### src/vtmon_pkg.sv
// Package of register map, field layout and reset values for the monitor
package vtmon_pkg;

   // ----------------------------------------------------------------
   // Register indices (byte address is four times the index)
   // ----------------------------------------------------------------
   localparam logic [7:0] IDX_GAIN = 8'h15;
   localparam logic [7:0] IDX_RSVD16 = 8'h16;
   localparam logic [7:0] IDX_CTRL_A = 8'h17;
   localparam logic [7:0] IDX_CTRL_B = 8'h18;
   localparam logic [7:0] IDX_CH0_LIM = 8'h19;
   localparam logic [7:0] IDX_CH1_LIM = 8'h1a;
   localparam logic [7:0] IDX_TEMP_LIM = 8'h1b;
   localparam logic [7:0] IDX_ALARM_EN = 8'h1d;
   localparam logic [7:0] IDX_STATUS = 8'h30;
   localparam logic [7:0] IDX_CH0_PEAK = 8'h31;
   localparam logic [7:0] IDX_CH0_FLOOR = 8'h32;
   localparam logic [7:0] IDX_CH1_PEAK = 8'h33;
   localparam logic [7:0] IDX_CH1_FLOOR = 8'h34;

   // ----------------------------------------------------------------
   // Reset values of the whole bytes
   // ----------------------------------------------------------------
   localparam logic [7:0] RST_GAIN = 8'h20;
   localparam logic [7:0] RST_RSVD16 = 8'h18;
   localparam logic [7:0] RST_CTRL_A = 8'h3c;
   localparam logic [7:0] RST_CTRL_B = 8'h80;
   localparam logic [7:0] RST_LIMITS = 8'h62;
   localparam logic [7:0] RST_ALARM_EN = 8'h00;

   // ----------------------------------------------------------------
   // Field positions
   // ----------------------------------------------------------------
   localparam int GAIN_LSB = 0;
   localparam int GAIN_W = 7;
   localparam int MON_EN_LSB = 2;
   localparam int VSEL_LSB = 0;
   localparam int GAIN_APPLY_BIT = 7;
   localparam int UPPER_LSB = 4;
   localparam int LOWER_LSB = 0;
   localparam int LIMIT_W = 3;
   localparam logic [1:0] MON_ON = 2'h3;

   // Status and alarm enable bits: channel c uses bits 2c (under), 2c+1 (over)
   localparam int NUM_CH = 3;
   localparam int CH_TEMP = 2;

   // Configuration register slots held in the register array
   localparam int NUM_CFG = 8;
   typedef logic [7:0] vtmon_byte_t;
   localparam vtmon_byte_t CFG_IDX [NUM_CFG] = '{IDX_GAIN, IDX_RSVD16,
      IDX_CTRL_A, IDX_CTRL_B, IDX_CH0_LIM, IDX_CH1_LIM, IDX_TEMP_LIM, IDX_ALARM_EN};
   localparam vtmon_byte_t CFG_RST [NUM_CFG] = '{RST_GAIN, RST_RSVD16,
      RST_CTRL_A, RST_CTRL_B, RST_LIMITS, RST_LIMITS, RST_LIMITS, RST_ALARM_EN};
   localparam int SLOT_GAIN = 0;
   localparam int SLOT_CTRL_A = 2;
   localparam int SLOT_CTRL_B = 3;
   localparam int SLOT_CH0_LIM = 4;
   localparam int SLOT_ALARM_EN = 7;

endpackage

### src/vtmon_top.sv
// Voltage and temperature monitor control, limit alarms and APB registers
`timescale 1ns/1ns

module vtmon_top
   import vtmon_pkg::*;
#(
   parameter int LVL_W = 3
) (
   input wire logic MCLK_I,
   input wire logic RST_I,
   // APB slave
   input wire logic PSEL_I,
   input wire logic PENABLE_I,
   input wire logic PWRITE_I,
   input wire logic [31:0] PADDR_I,
   input wire logic [31:0] PWDATA_I,
   output logic [31:0] PRDATA_O,
   output logic PREADY_O,
   output logic PSLVERR_O,
   // Measurements from the analog front end
   input wire logic SAMPLE_VALID_I,
   input wire logic [LVL_W-1:0] CH0_LEVEL_I,
   input wire logic [LVL_W-1:0] CH1_LEVEL_I,
   input wire logic [LVL_W-1:0] TEMP_LEVEL_I,
   // Controls to the analog front end
   output logic SENSE_EN_O,
   output logic [1:0] VSEL_O,
   output logic [vtmon_pkg::GAIN_W-1:0] GAIN_CODE_O,
   output logic GAIN_APPLY_O,
   // Sticky alarm flags, also in the status register
   output logic [2*vtmon_pkg::NUM_CH-1:0] ALARM_O
);
   import vtmon_pkg::*;

   // ----------------------------------------------------------------
   // Register map (word index; byte address is four times it)
   // ----------------------------------------------------------------
   // Index 0x15: gain code in 6:0, bit 7 spare but kept
   // Index 0x16: spare byte, read and write
   // Index 0x17: enable field 3:2, pin select 1:0
   // Index 0x18: gain apply in bit 7
   // Index 0x19 to 0x1b: upper limit 6:4, lower limit 2:0
   // Index 0x1d: alarm enables, one per status bit
   // Index 0x30: status, bit 2c under, 2c+1 over; write one clears
   // Index 0x31, 0x32: channel zero peak and floor, read only
   // Index 0x33, 0x34: channel one peak and floor, read only
   // Channel c is 0 and 1 for the pins, 2 for temperature
   // Any other index, or a misaligned address, answers with an error

   // ----------------------------------------------------------------
   // Bus decode
   // ----------------------------------------------------------------
   wire logic [7:0] reg_idx;
   wire logic addr_aligned;
   wire logic setup_ph;
   wire logic access_ph;
   wire logic wr_en;
   wire logic [7:0] wbyte;

   // Word index from byte address; upper address bits must be zero
   assign reg_idx = PADDR_I[9:2];
   assign addr_aligned = (PADDR_I[1:0] == 2'h0) && (PADDR_I[31:10] == 22'h0);
   assign setup_ph = PSEL_I && !PENABLE_I;
   assign access_ph = PSEL_I && PENABLE_I;
   assign wbyte = PWDATA_I[7:0];

   // Hit lines for the configuration slots
   wire logic [NUM_CFG-1:0] cfg_hit;
   genvar s;
   generate
      for (s = 0; s < NUM_CFG; s++) begin : g_hit
         assign cfg_hit[s] = addr_aligned && (reg_idx == CFG_IDX[s]);
      end
   endgenerate

   wire logic status_hit;
   wire logic ch0_peak_hit;
   wire logic ch0_floor_hit;
   wire logic ch1_peak_hit;
   wire logic ch1_floor_hit;
   wire logic any_hit;

   // Status and read-only locations
   assign status_hit = addr_aligned && (reg_idx == IDX_STATUS);
   assign ch0_peak_hit = addr_aligned && (reg_idx == IDX_CH0_PEAK);
   assign ch0_floor_hit = addr_aligned && (reg_idx == IDX_CH0_FLOOR);
   assign ch1_peak_hit = addr_aligned && (reg_idx == IDX_CH1_PEAK);
   assign ch1_floor_hit = addr_aligned && (reg_idx == IDX_CH1_FLOOR);
   assign any_hit = (|cfg_hit) || status_hit || ch0_peak_hit || ch0_floor_hit
      || ch1_peak_hit || ch1_floor_hit;

   // Writes land on the single access edge; no wait states
   assign wr_en = access_ph && PWRITE_I;

   // ----------------------------------------------------------------
   // Configuration registers
   // ----------------------------------------------------------------
   // Whole bytes are kept, reserved bits included, since they read back
   // Read-only and unmapped indices match no slot, so such writes are dropped
   vtmon_byte_t cfg_q [NUM_CFG];

   generate
      for (s = 0; s < NUM_CFG; s++) begin : g_cfg
         always_ff @(posedge MCLK_I) begin
            if (RST_I) begin
               cfg_q[s] <= CFG_RST[s];
            end else if (wr_en && cfg_hit[s]) begin
               cfg_q[s] <= wbyte;
            end
         end
      end
   endgenerate

   // ----------------------------------------------------------------
   // Field extraction
   // ----------------------------------------------------------------
   wire logic [GAIN_W-1:0] gain_code;
   wire logic [1:0] mon_en_field;
   wire logic [1:0] vsel_field;
   wire logic gain_apply;
   wire logic mon_on;
   wire logic [2*NUM_CH-1:0] alarm_en;

   // Gain 128/code; a code of zero is meaningless and left to software
   assign gain_code = cfg_q[SLOT_GAIN][GAIN_LSB +: GAIN_W];
   assign mon_en_field = cfg_q[SLOT_CTRL_A][MON_EN_LSB +: 2];
   assign vsel_field = cfg_q[SLOT_CTRL_A][VSEL_LSB +: 2];
   assign gain_apply = cfg_q[SLOT_CTRL_B][GAIN_APPLY_BIT];
   // Only 11 counts as on; 01 and 10 are treated as off
   assign mon_on = (mon_en_field == MON_ON);
   assign alarm_en = cfg_q[SLOT_ALARM_EN][2*NUM_CH-1:0];

   // Front end controls follow the register fields directly
   // Gain apply only steers the front end; limits are not rescaled
   assign VSEL_O = vsel_field;
   assign GAIN_CODE_O = gain_code;
   assign GAIN_APPLY_O = gain_apply;

   // ----------------------------------------------------------------
   // Sense enable output
   // ----------------------------------------------------------------
   logic sense_en_q;
   wire logic sense_en_d;
   wire logic ctrl_a_wr;

   // Loaded on the same edge as the control byte, so it always equals mon_on,
   // but the pin to the front end is a flop output and cannot glitch
   assign ctrl_a_wr = wr_en && cfg_hit[SLOT_CTRL_A];
   assign sense_en_d = ctrl_a_wr ? (wbyte[MON_EN_LSB +: 2] == MON_ON) : sense_en_q;

   // Enabled out of reset, as the control byte is
   always_ff @(posedge MCLK_I) begin
      if (RST_I) begin
         sense_en_q <= (RST_CTRL_A[MON_EN_LSB +: 2] == MON_ON);
      end else begin
         sense_en_q <= sense_en_d;
      end
   end

   assign SENSE_EN_O = sense_en_q;

   // ----------------------------------------------------------------
   // Limit comparison per channel
   // ----------------------------------------------------------------
   wire logic [LVL_W-1:0] level [NUM_CH];
   wire logic [NUM_CH-1:0] ch_active;
   wire logic [2*NUM_CH-1:0] alarm_evt;

   assign level[0] = CH0_LEVEL_I;
   assign level[1] = CH1_LEVEL_I;
   assign level[CH_TEMP] = TEMP_LEVEL_I;

   // Voltage channels need their pin selected; temperature needs only enable
   assign ch_active[0] = mon_on && vsel_field[0];
   assign ch_active[1] = mon_on && vsel_field[1];
   assign ch_active[CH_TEMP] = mon_on;

   genvar c;
   generate
      for (c = 0; c < NUM_CH; c++) begin : g_cmp
         wire logic [LIMIT_W-1:0] upper;
         wire logic [LIMIT_W-1:0] lower;
         wire logic [LVL_W-1:0] upper_ext;
         wire logic [LVL_W-1:0] lower_ext;
         wire logic sample_ok;

         assign upper = cfg_q[SLOT_CH0_LIM + c][UPPER_LSB +: LIMIT_W];
         assign lower = cfg_q[SLOT_CH0_LIM + c][LOWER_LSB +: LIMIT_W];
         // Limits share the scale of the level code
         assign upper_ext = LVL_W'(upper);
         assign lower_ext = LVL_W'(lower);
         assign sample_ok = SAMPLE_VALID_I && ch_active[c];
         // Strict comparisons: a level equal to a limit raises nothing
         // Enables gate at set time; dropping one later leaves the flag
         assign alarm_evt[2*c+1] = sample_ok && (level[c] > upper_ext)
            && alarm_en[2*c+1];
         assign alarm_evt[2*c] = sample_ok && (level[c] < lower_ext)
            && alarm_en[2*c];
      end
   endgenerate

   // ----------------------------------------------------------------
   // Sticky alarm status
   // ----------------------------------------------------------------
   logic [2*NUM_CH-1:0] alarm_q;
   logic [2*NUM_CH-1:0] alarm_d;
   wire logic [2*NUM_CH-1:0] alarm_clr;

   // Write one to clear; a new event in the same cycle keeps the bit set
   assign alarm_clr = (wr_en && status_hit) ? wbyte[2*NUM_CH-1:0] : '0;

   always_comb begin
      alarm_d = (alarm_q & ~alarm_clr) | alarm_evt;
   end

   // Status flags hold until cleared
   always_ff @(posedge MCLK_I) begin
      if (RST_I) begin
         alarm_q <= '0;
      end else begin
         alarm_q <= alarm_d;
      end
   end

   // Pins show exactly the flags that the status register reads
   assign ALARM_O = alarm_q;

   // ----------------------------------------------------------------
   // Peak and floor tracking for the voltage channels
   // ----------------------------------------------------------------
   logic [LVL_W-1:0] peak_q [2];
   logic [LVL_W-1:0] floor_q [2];
   logic [1:0] seen_q;

   generate
      for (c = 0; c < 2; c++) begin : g_track
         wire logic take;
         wire logic new_peak;
         wire logic new_floor;

         // Tracking runs whenever the channel is measured, alarms or not
         assign take = SAMPLE_VALID_I && ch_active[c];
         // First sample loads both, so the reset values never stick
         assign new_peak = take && (!seen_q[c] || (level[c] > peak_q[c]));
         assign new_floor = take && (!seen_q[c] || (level[c] < floor_q[c]));

         // Largest and smallest measurement since reset
         // Software cannot clear them; only reset starts a new window
         always_ff @(posedge MCLK_I) begin
            if (RST_I) begin
               peak_q[c] <= '0;
               floor_q[c] <= '1;
               seen_q[c] <= 1'b0;
            end else begin
               if (new_peak) begin
                  peak_q[c] <= level[c];
               end
               if (new_floor) begin
                  floor_q[c] <= level[c];
               end
               if (take) begin
                  seen_q[c] <= 1'b1;
               end
            end
         end
      end
   endgenerate

   // ----------------------------------------------------------------
   // Read data selection
   // ----------------------------------------------------------------
   wire logic [7:0] cfg_or [NUM_CFG+1];
   wire logic [7:0] cfg_rd;
   wire logic [7:0] status_byte;
   wire logic [7:0] ch0_peak_byte;
   wire logic [7:0] ch0_floor_byte;
   wire logic [7:0] ch1_peak_byte;
   wire logic [7:0] ch1_floor_byte;
   wire logic ro_hit;
   wire logic [7:0] ro_byte;
   wire logic [7:0] rd_byte;
   logic [31:0] prdata_q;

   // One-hot hit lines make an OR of masked bytes a safe mux
   assign cfg_or[0] = 8'h00;
   generate
      for (s = 0; s < NUM_CFG; s++) begin : g_rd
         assign cfg_or[s+1] = cfg_or[s] | (cfg_hit[s] ? cfg_q[s] : 8'h00);
      end
   endgenerate
   assign cfg_rd = cfg_or[NUM_CFG];

   // Narrow status and level codes read back zero-extended
   assign status_byte = 8'(alarm_q);
   assign ch0_peak_byte = 8'(peak_q[0]);
   assign ch0_floor_byte = 8'(floor_q[0]);
   assign ch1_peak_byte = 8'(peak_q[1]);
   assign ch1_floor_byte = 8'(floor_q[1]);

   // Read-only locations never share an index with a configuration slot
   assign ro_hit = status_hit || ch0_peak_hit || ch0_floor_hit || ch1_peak_hit
      || ch1_floor_hit;
   assign ro_byte = status_hit ? status_byte
      : ch0_peak_hit ? ch0_peak_byte
      : ch0_floor_hit ? ch0_floor_byte
      : ch1_peak_hit ? ch1_peak_byte
      : ch1_floor_byte;
   assign rd_byte = ro_hit ? ro_byte : cfg_rd;

   // Captured in setup so the data stands from flops through the access cycle
   always_ff @(posedge MCLK_I) begin
      if (RST_I) begin
         prdata_q <= 32'h0000_0000;
      end else if (setup_ph) begin
         prdata_q <= (!PWRITE_I && any_hit) ? {24'h00_0000, rd_byte} : 32'h0000_0000;
      end
   end

   // ----------------------------------------------------------------
   // Bus answer
   // ----------------------------------------------------------------
   wire logic bus_err;

   // Unmapped or misaligned: write dropped, read zero, error in access
   assign bus_err = access_ph && !any_hit;

   // Zero wait states; read data is already loaded during setup
   assign PRDATA_O = prdata_q;
   assign PREADY_O = 1'b1;
   assign PSLVERR_O = bus_err;

endmodule

### config.mk
export PLATFORM = sky130hd
export DESIGN_NAME = vtmon_top
export DESIGN_NICKNAME = d
export VERILOG_FILES = /design/src/vtmon_pkg.sv /design/src/vtmon_top.sv
export SDC_FILE = /design/constraint.sdc
export NUM_CORES = 1
export LEC_CHECK = 0
export BUFFER_PORTS_ARGS = -buffer_cell sky130_fd_sc_hd__buf_2
export CAP_MARGIN = 20
export CORE_ASPECT_RATIO = 0.6
export CORE_MARGIN = 2
export CORE_UTILIZATION = 38
export CTS_BUF_LIST = sky130_fd_sc_hd__clkbuf_16
export CTS_CLUSTER_SIZE = 40
export DETAILED_ROUTE_END_ITERATION = 12
export GPL_TIMING_DRIVEN = 1
export SLEW_MARGIN = 30
export SYNTH_ARGS = -nofsm -noshare
export SYNTH_HDL_FRONTEND = slang
export SYNTH_SLANG_ARGS = --single-unit
### constraint.sdc
create_clock -name MCLK_I -period 3.92 [get_ports MCLK_I]
set_clock_uncertainty 0.15 [all_clocks]
set_input_delay 0.784 -clock MCLK_I [delete_from_list [all_inputs] [get_ports MCLK_I]]
set_output_delay 0.784 -clock MCLK_I [all_outputs]
set_load 0.01 [all_outputs]
==> qor.yml <==
floorplanning:
  dieArea_sq_um: 15900
  core_sq_um: 14500
  ioPinCount: 130
  rows: 34
  start_util_pct: 38.8
  die_h_microns: 98.3
  die_x_microns: 161
final_layout:
  drive_gt1_share_pct: 24.2
  num_antenna_cells: 0
  fin_cells: 784
  final_cell_mix: "buf_2, edfxtp_1, and2_1"
  final_common_cell: "buf_2"
  multiInputGateArea_sq_um: 2650
  nets: 685
  fillerInstances: 1383
  seqCellArea_sq_um: 2620
  syn_to_final_growth_pct: 14.7
timing:
  clock.fmax_mhz: 315
  hold_viol_final: 0
  post-route-period-util_pct: 80.9
  period_needed_ns: 3.17
  relSlewSlack_pct: 49.3
  slew_violations: 0
  tightest_slew_ns: 0.741
  setup-tns-final_ns: 0
  whs_ns: 0.319
  rsz0062_at_grt: "false"
  setup_viol: 0
setup_path:
  cp_max_fo: 16
  critPathKind: "input pin to primary output"
  cp_top_family: "buffers and inverters"
  arrival_ns: 2.24
  cp-start-kind: "input pin"
  required_ns: 2.99
  crit_slowest_cell: "buf_2"
  r2r_cells: 4
  crit_cells: 6
  path_buf_inv: 2
  end_kind: "primary output"
  crit_chain: "buf_2 -> nor2_1 -> a22oi_1 -> nand2_1 -> a31oi_1 -> buf_2"
  cp_common_cell: "buf_2"
  regToRegSetupSlack_ns: 1.65
  critPathMaxStageDelay_ns: 0.47
min_path:
  hp-class: "flip-flop to flip-flop"
  worstHoldPathCells: 2
pwr:
  peakVddDrop_mv: 0.173
  leakagePower_nw: 2.64
  power.total_mw: 2.36
  p_per_area_nw_per_um2: 366
synth:
  syn_inst: 507
  netlist_top_cells_area: "edfxtp_1, and2_1, dfxtp_1"
  synth_largest_area_cell: "edfxtp_1"
  synth_edf_count: 76
  yosysTopAreaCellShare_pct: 40.5
  synth_top_flop_cell: "edfxtp_1"
  yosysUniqueCellTypes: 58
  ys_seq_elements: 93
  ys_warn_count: 0
  avgSynthCellArea_sq_um: 11.1
  netlist_area_sq_um: 5640
  ys_seq_area_share_pct: 46.5
  async_reset_ff_share_pct: 0
outcome:
  status: "finished, final reports clean"
grt:
  grt_overflow: 0
  grt_usage_pct: 20.5
  grt_pass1_wl_mm: 24.0
  grt_max_degree: 21
  grt_pass1_vias: 4028
  antenna_found_initial: 1
placement:
  place.gp.congestion: 0.871
  dpl.hpwl_mm: 12.3
  io_buffers: 80
  dp_cells: 768
clock_tree:
  clock-sinks: 93
  post_cts_resize_count: 0
  ctsHoldBuffers: 0
  clk_path_buf_depth: 2
  cts_tree: "done"
  htree_num_levels: 3
  cts-buffers-inserted: 9
  clk_pin_slew_ns: 0.07
  root_buffer: "clkbuf_16"
  clk_latency_ns: 0.34
  post_cts_buffers: 0
routing:
  wl_per_cell_microns: 20.4
  drt-initial-drc-count: 543
  ant_nets: 0
  route.vias.total: 4257
  drt-pass1-iter-count: 5
  vias_per_cell: 5.43
  drc: 0
  wl_mm: 16.0
run:
  max_cap_viol_count: 0
==> stage by stage <==
| stage | setup slack (ns) | area [sq um] | utilization [%] |
|---|---|---|---|
| floorplan | 0.435 | 5720 | - |
| global placement | 0.598 | 6130 | 42.3 |
| detailed placement | 0.524 | 6130 | 42.3 |
| CTS | 0.765 | 6460 | 44.5 |
| global route | 0.598 | 6460 | 44.5 |
| finish | 0.750 | 6460 | 44.5 |
==> cell usage after synthesis (all sizes together) (3+ instances only) <==
| library cell | number |
|---|---|
| o211ai | 3 |
| a21oi | 11 |
| and3 | 9 |
| a21boi | 3 |
| mux2 | 6 |
| and2 | 57 |
| mux4 | 11 |
| buf | 46 |
| a21o | 12 |
| o2111ai | 3 |
| nand2 | 30 |
| o21a | 5 |
| clkbuf | 10 |
| dfxtp | 17 |
| nand2b | 27 |
| o32ai | 3 |
| o41ai | 5 |
| nor3 | 3 |
| nand4b | 3 |
| ha | 25 |
| edfxtp | 76 |
| o31ai | 6 |
| a2111oi | 3 |
| nor2b | 10 |
| nand3 | 23 |
| nor4 | 12 |
| a211oi | 6 |
| o21ai | 13 |
| inv | 25 |
| a22oi | 5 |
| nor2 | 11 |
==> final timing paths <==
kind / startpoint / end
worst max register to register: cfg_q[1][12]$_SDFFCE_PN0P_ / PRDATA_O[4]$_SDFFE_PP0P_
worst min register to register: PRDATA_O[2]$_SDFFE_PP0P_ / PRDATA_O[2]$_SDFFE_PP0P_
worst min-delay path: PRDATA_O[2]$_SDFFE_PP0P_ / PRDATA_O[2]$_SDFFE_PP0P_
worst max-delay path: PADDR_I[2] / PSLVERR_O
==> cell families (layout without fill, tap and decap cells) <==
logic type	after synthesis	after routing	share of synthesized area, %
buffers and inverters	81	137	8.24
and+or+nand+nor	197	197	21.7
muxes	19	19	5.95
AOI/OAI and AO/OA	89	89	11.8
adders and majority gates	25	25	5.55
xor gates and xnor gates	1	1	0.155
other	2	25	0.133
DFF	93	93	46.5
==> power by group <==
part	switching (mW)	total, mW	leakage [nW]	internal (mW)
clock	0.385	0.957	0.168	0.572
sequential	0.0259	1.13	0.867	1.11
combinational	0.169	0.275	1.60	0.105
==> routing by layer <==
metal	vias to the layer above	track usage, %	wire length (microns)
met2	242	28.0	6350
met1	2043	31.6	7880
li1	1957	-	-
met4	0	4.53	180
met5	-	0	0
met3	15	6.16	1590
==> registers in the layout (all words and copies together), names as in the netlist <==
signal / flops
cfg_q: 64
PRDATA_O: 8
ALARM_O: 6
floor_q: 6
peak_q: 6
seen_q: 2
SENSE_EN_O: 1
==> area by class of cell <==
class,instances,share of cell area [%]
clock buffer,11,4.26
clock inverter,5,0.833
inverter,25,1.45
multi-input combinational,356,41.0
sequential,93,40.6
tap,198,3.83
timing repair buffer,96,8.05
==> worst min-delay path, delay by kind of cell, from the launching register on <==
| kind | cells | cell delay [ns] |
|---|---|---|
| compound gates | 1 | 0.05 |
| flops | 1 | 0.34 |
| simple gates | 1 | 0.05 |
Power figures use the tool's default switching activity.
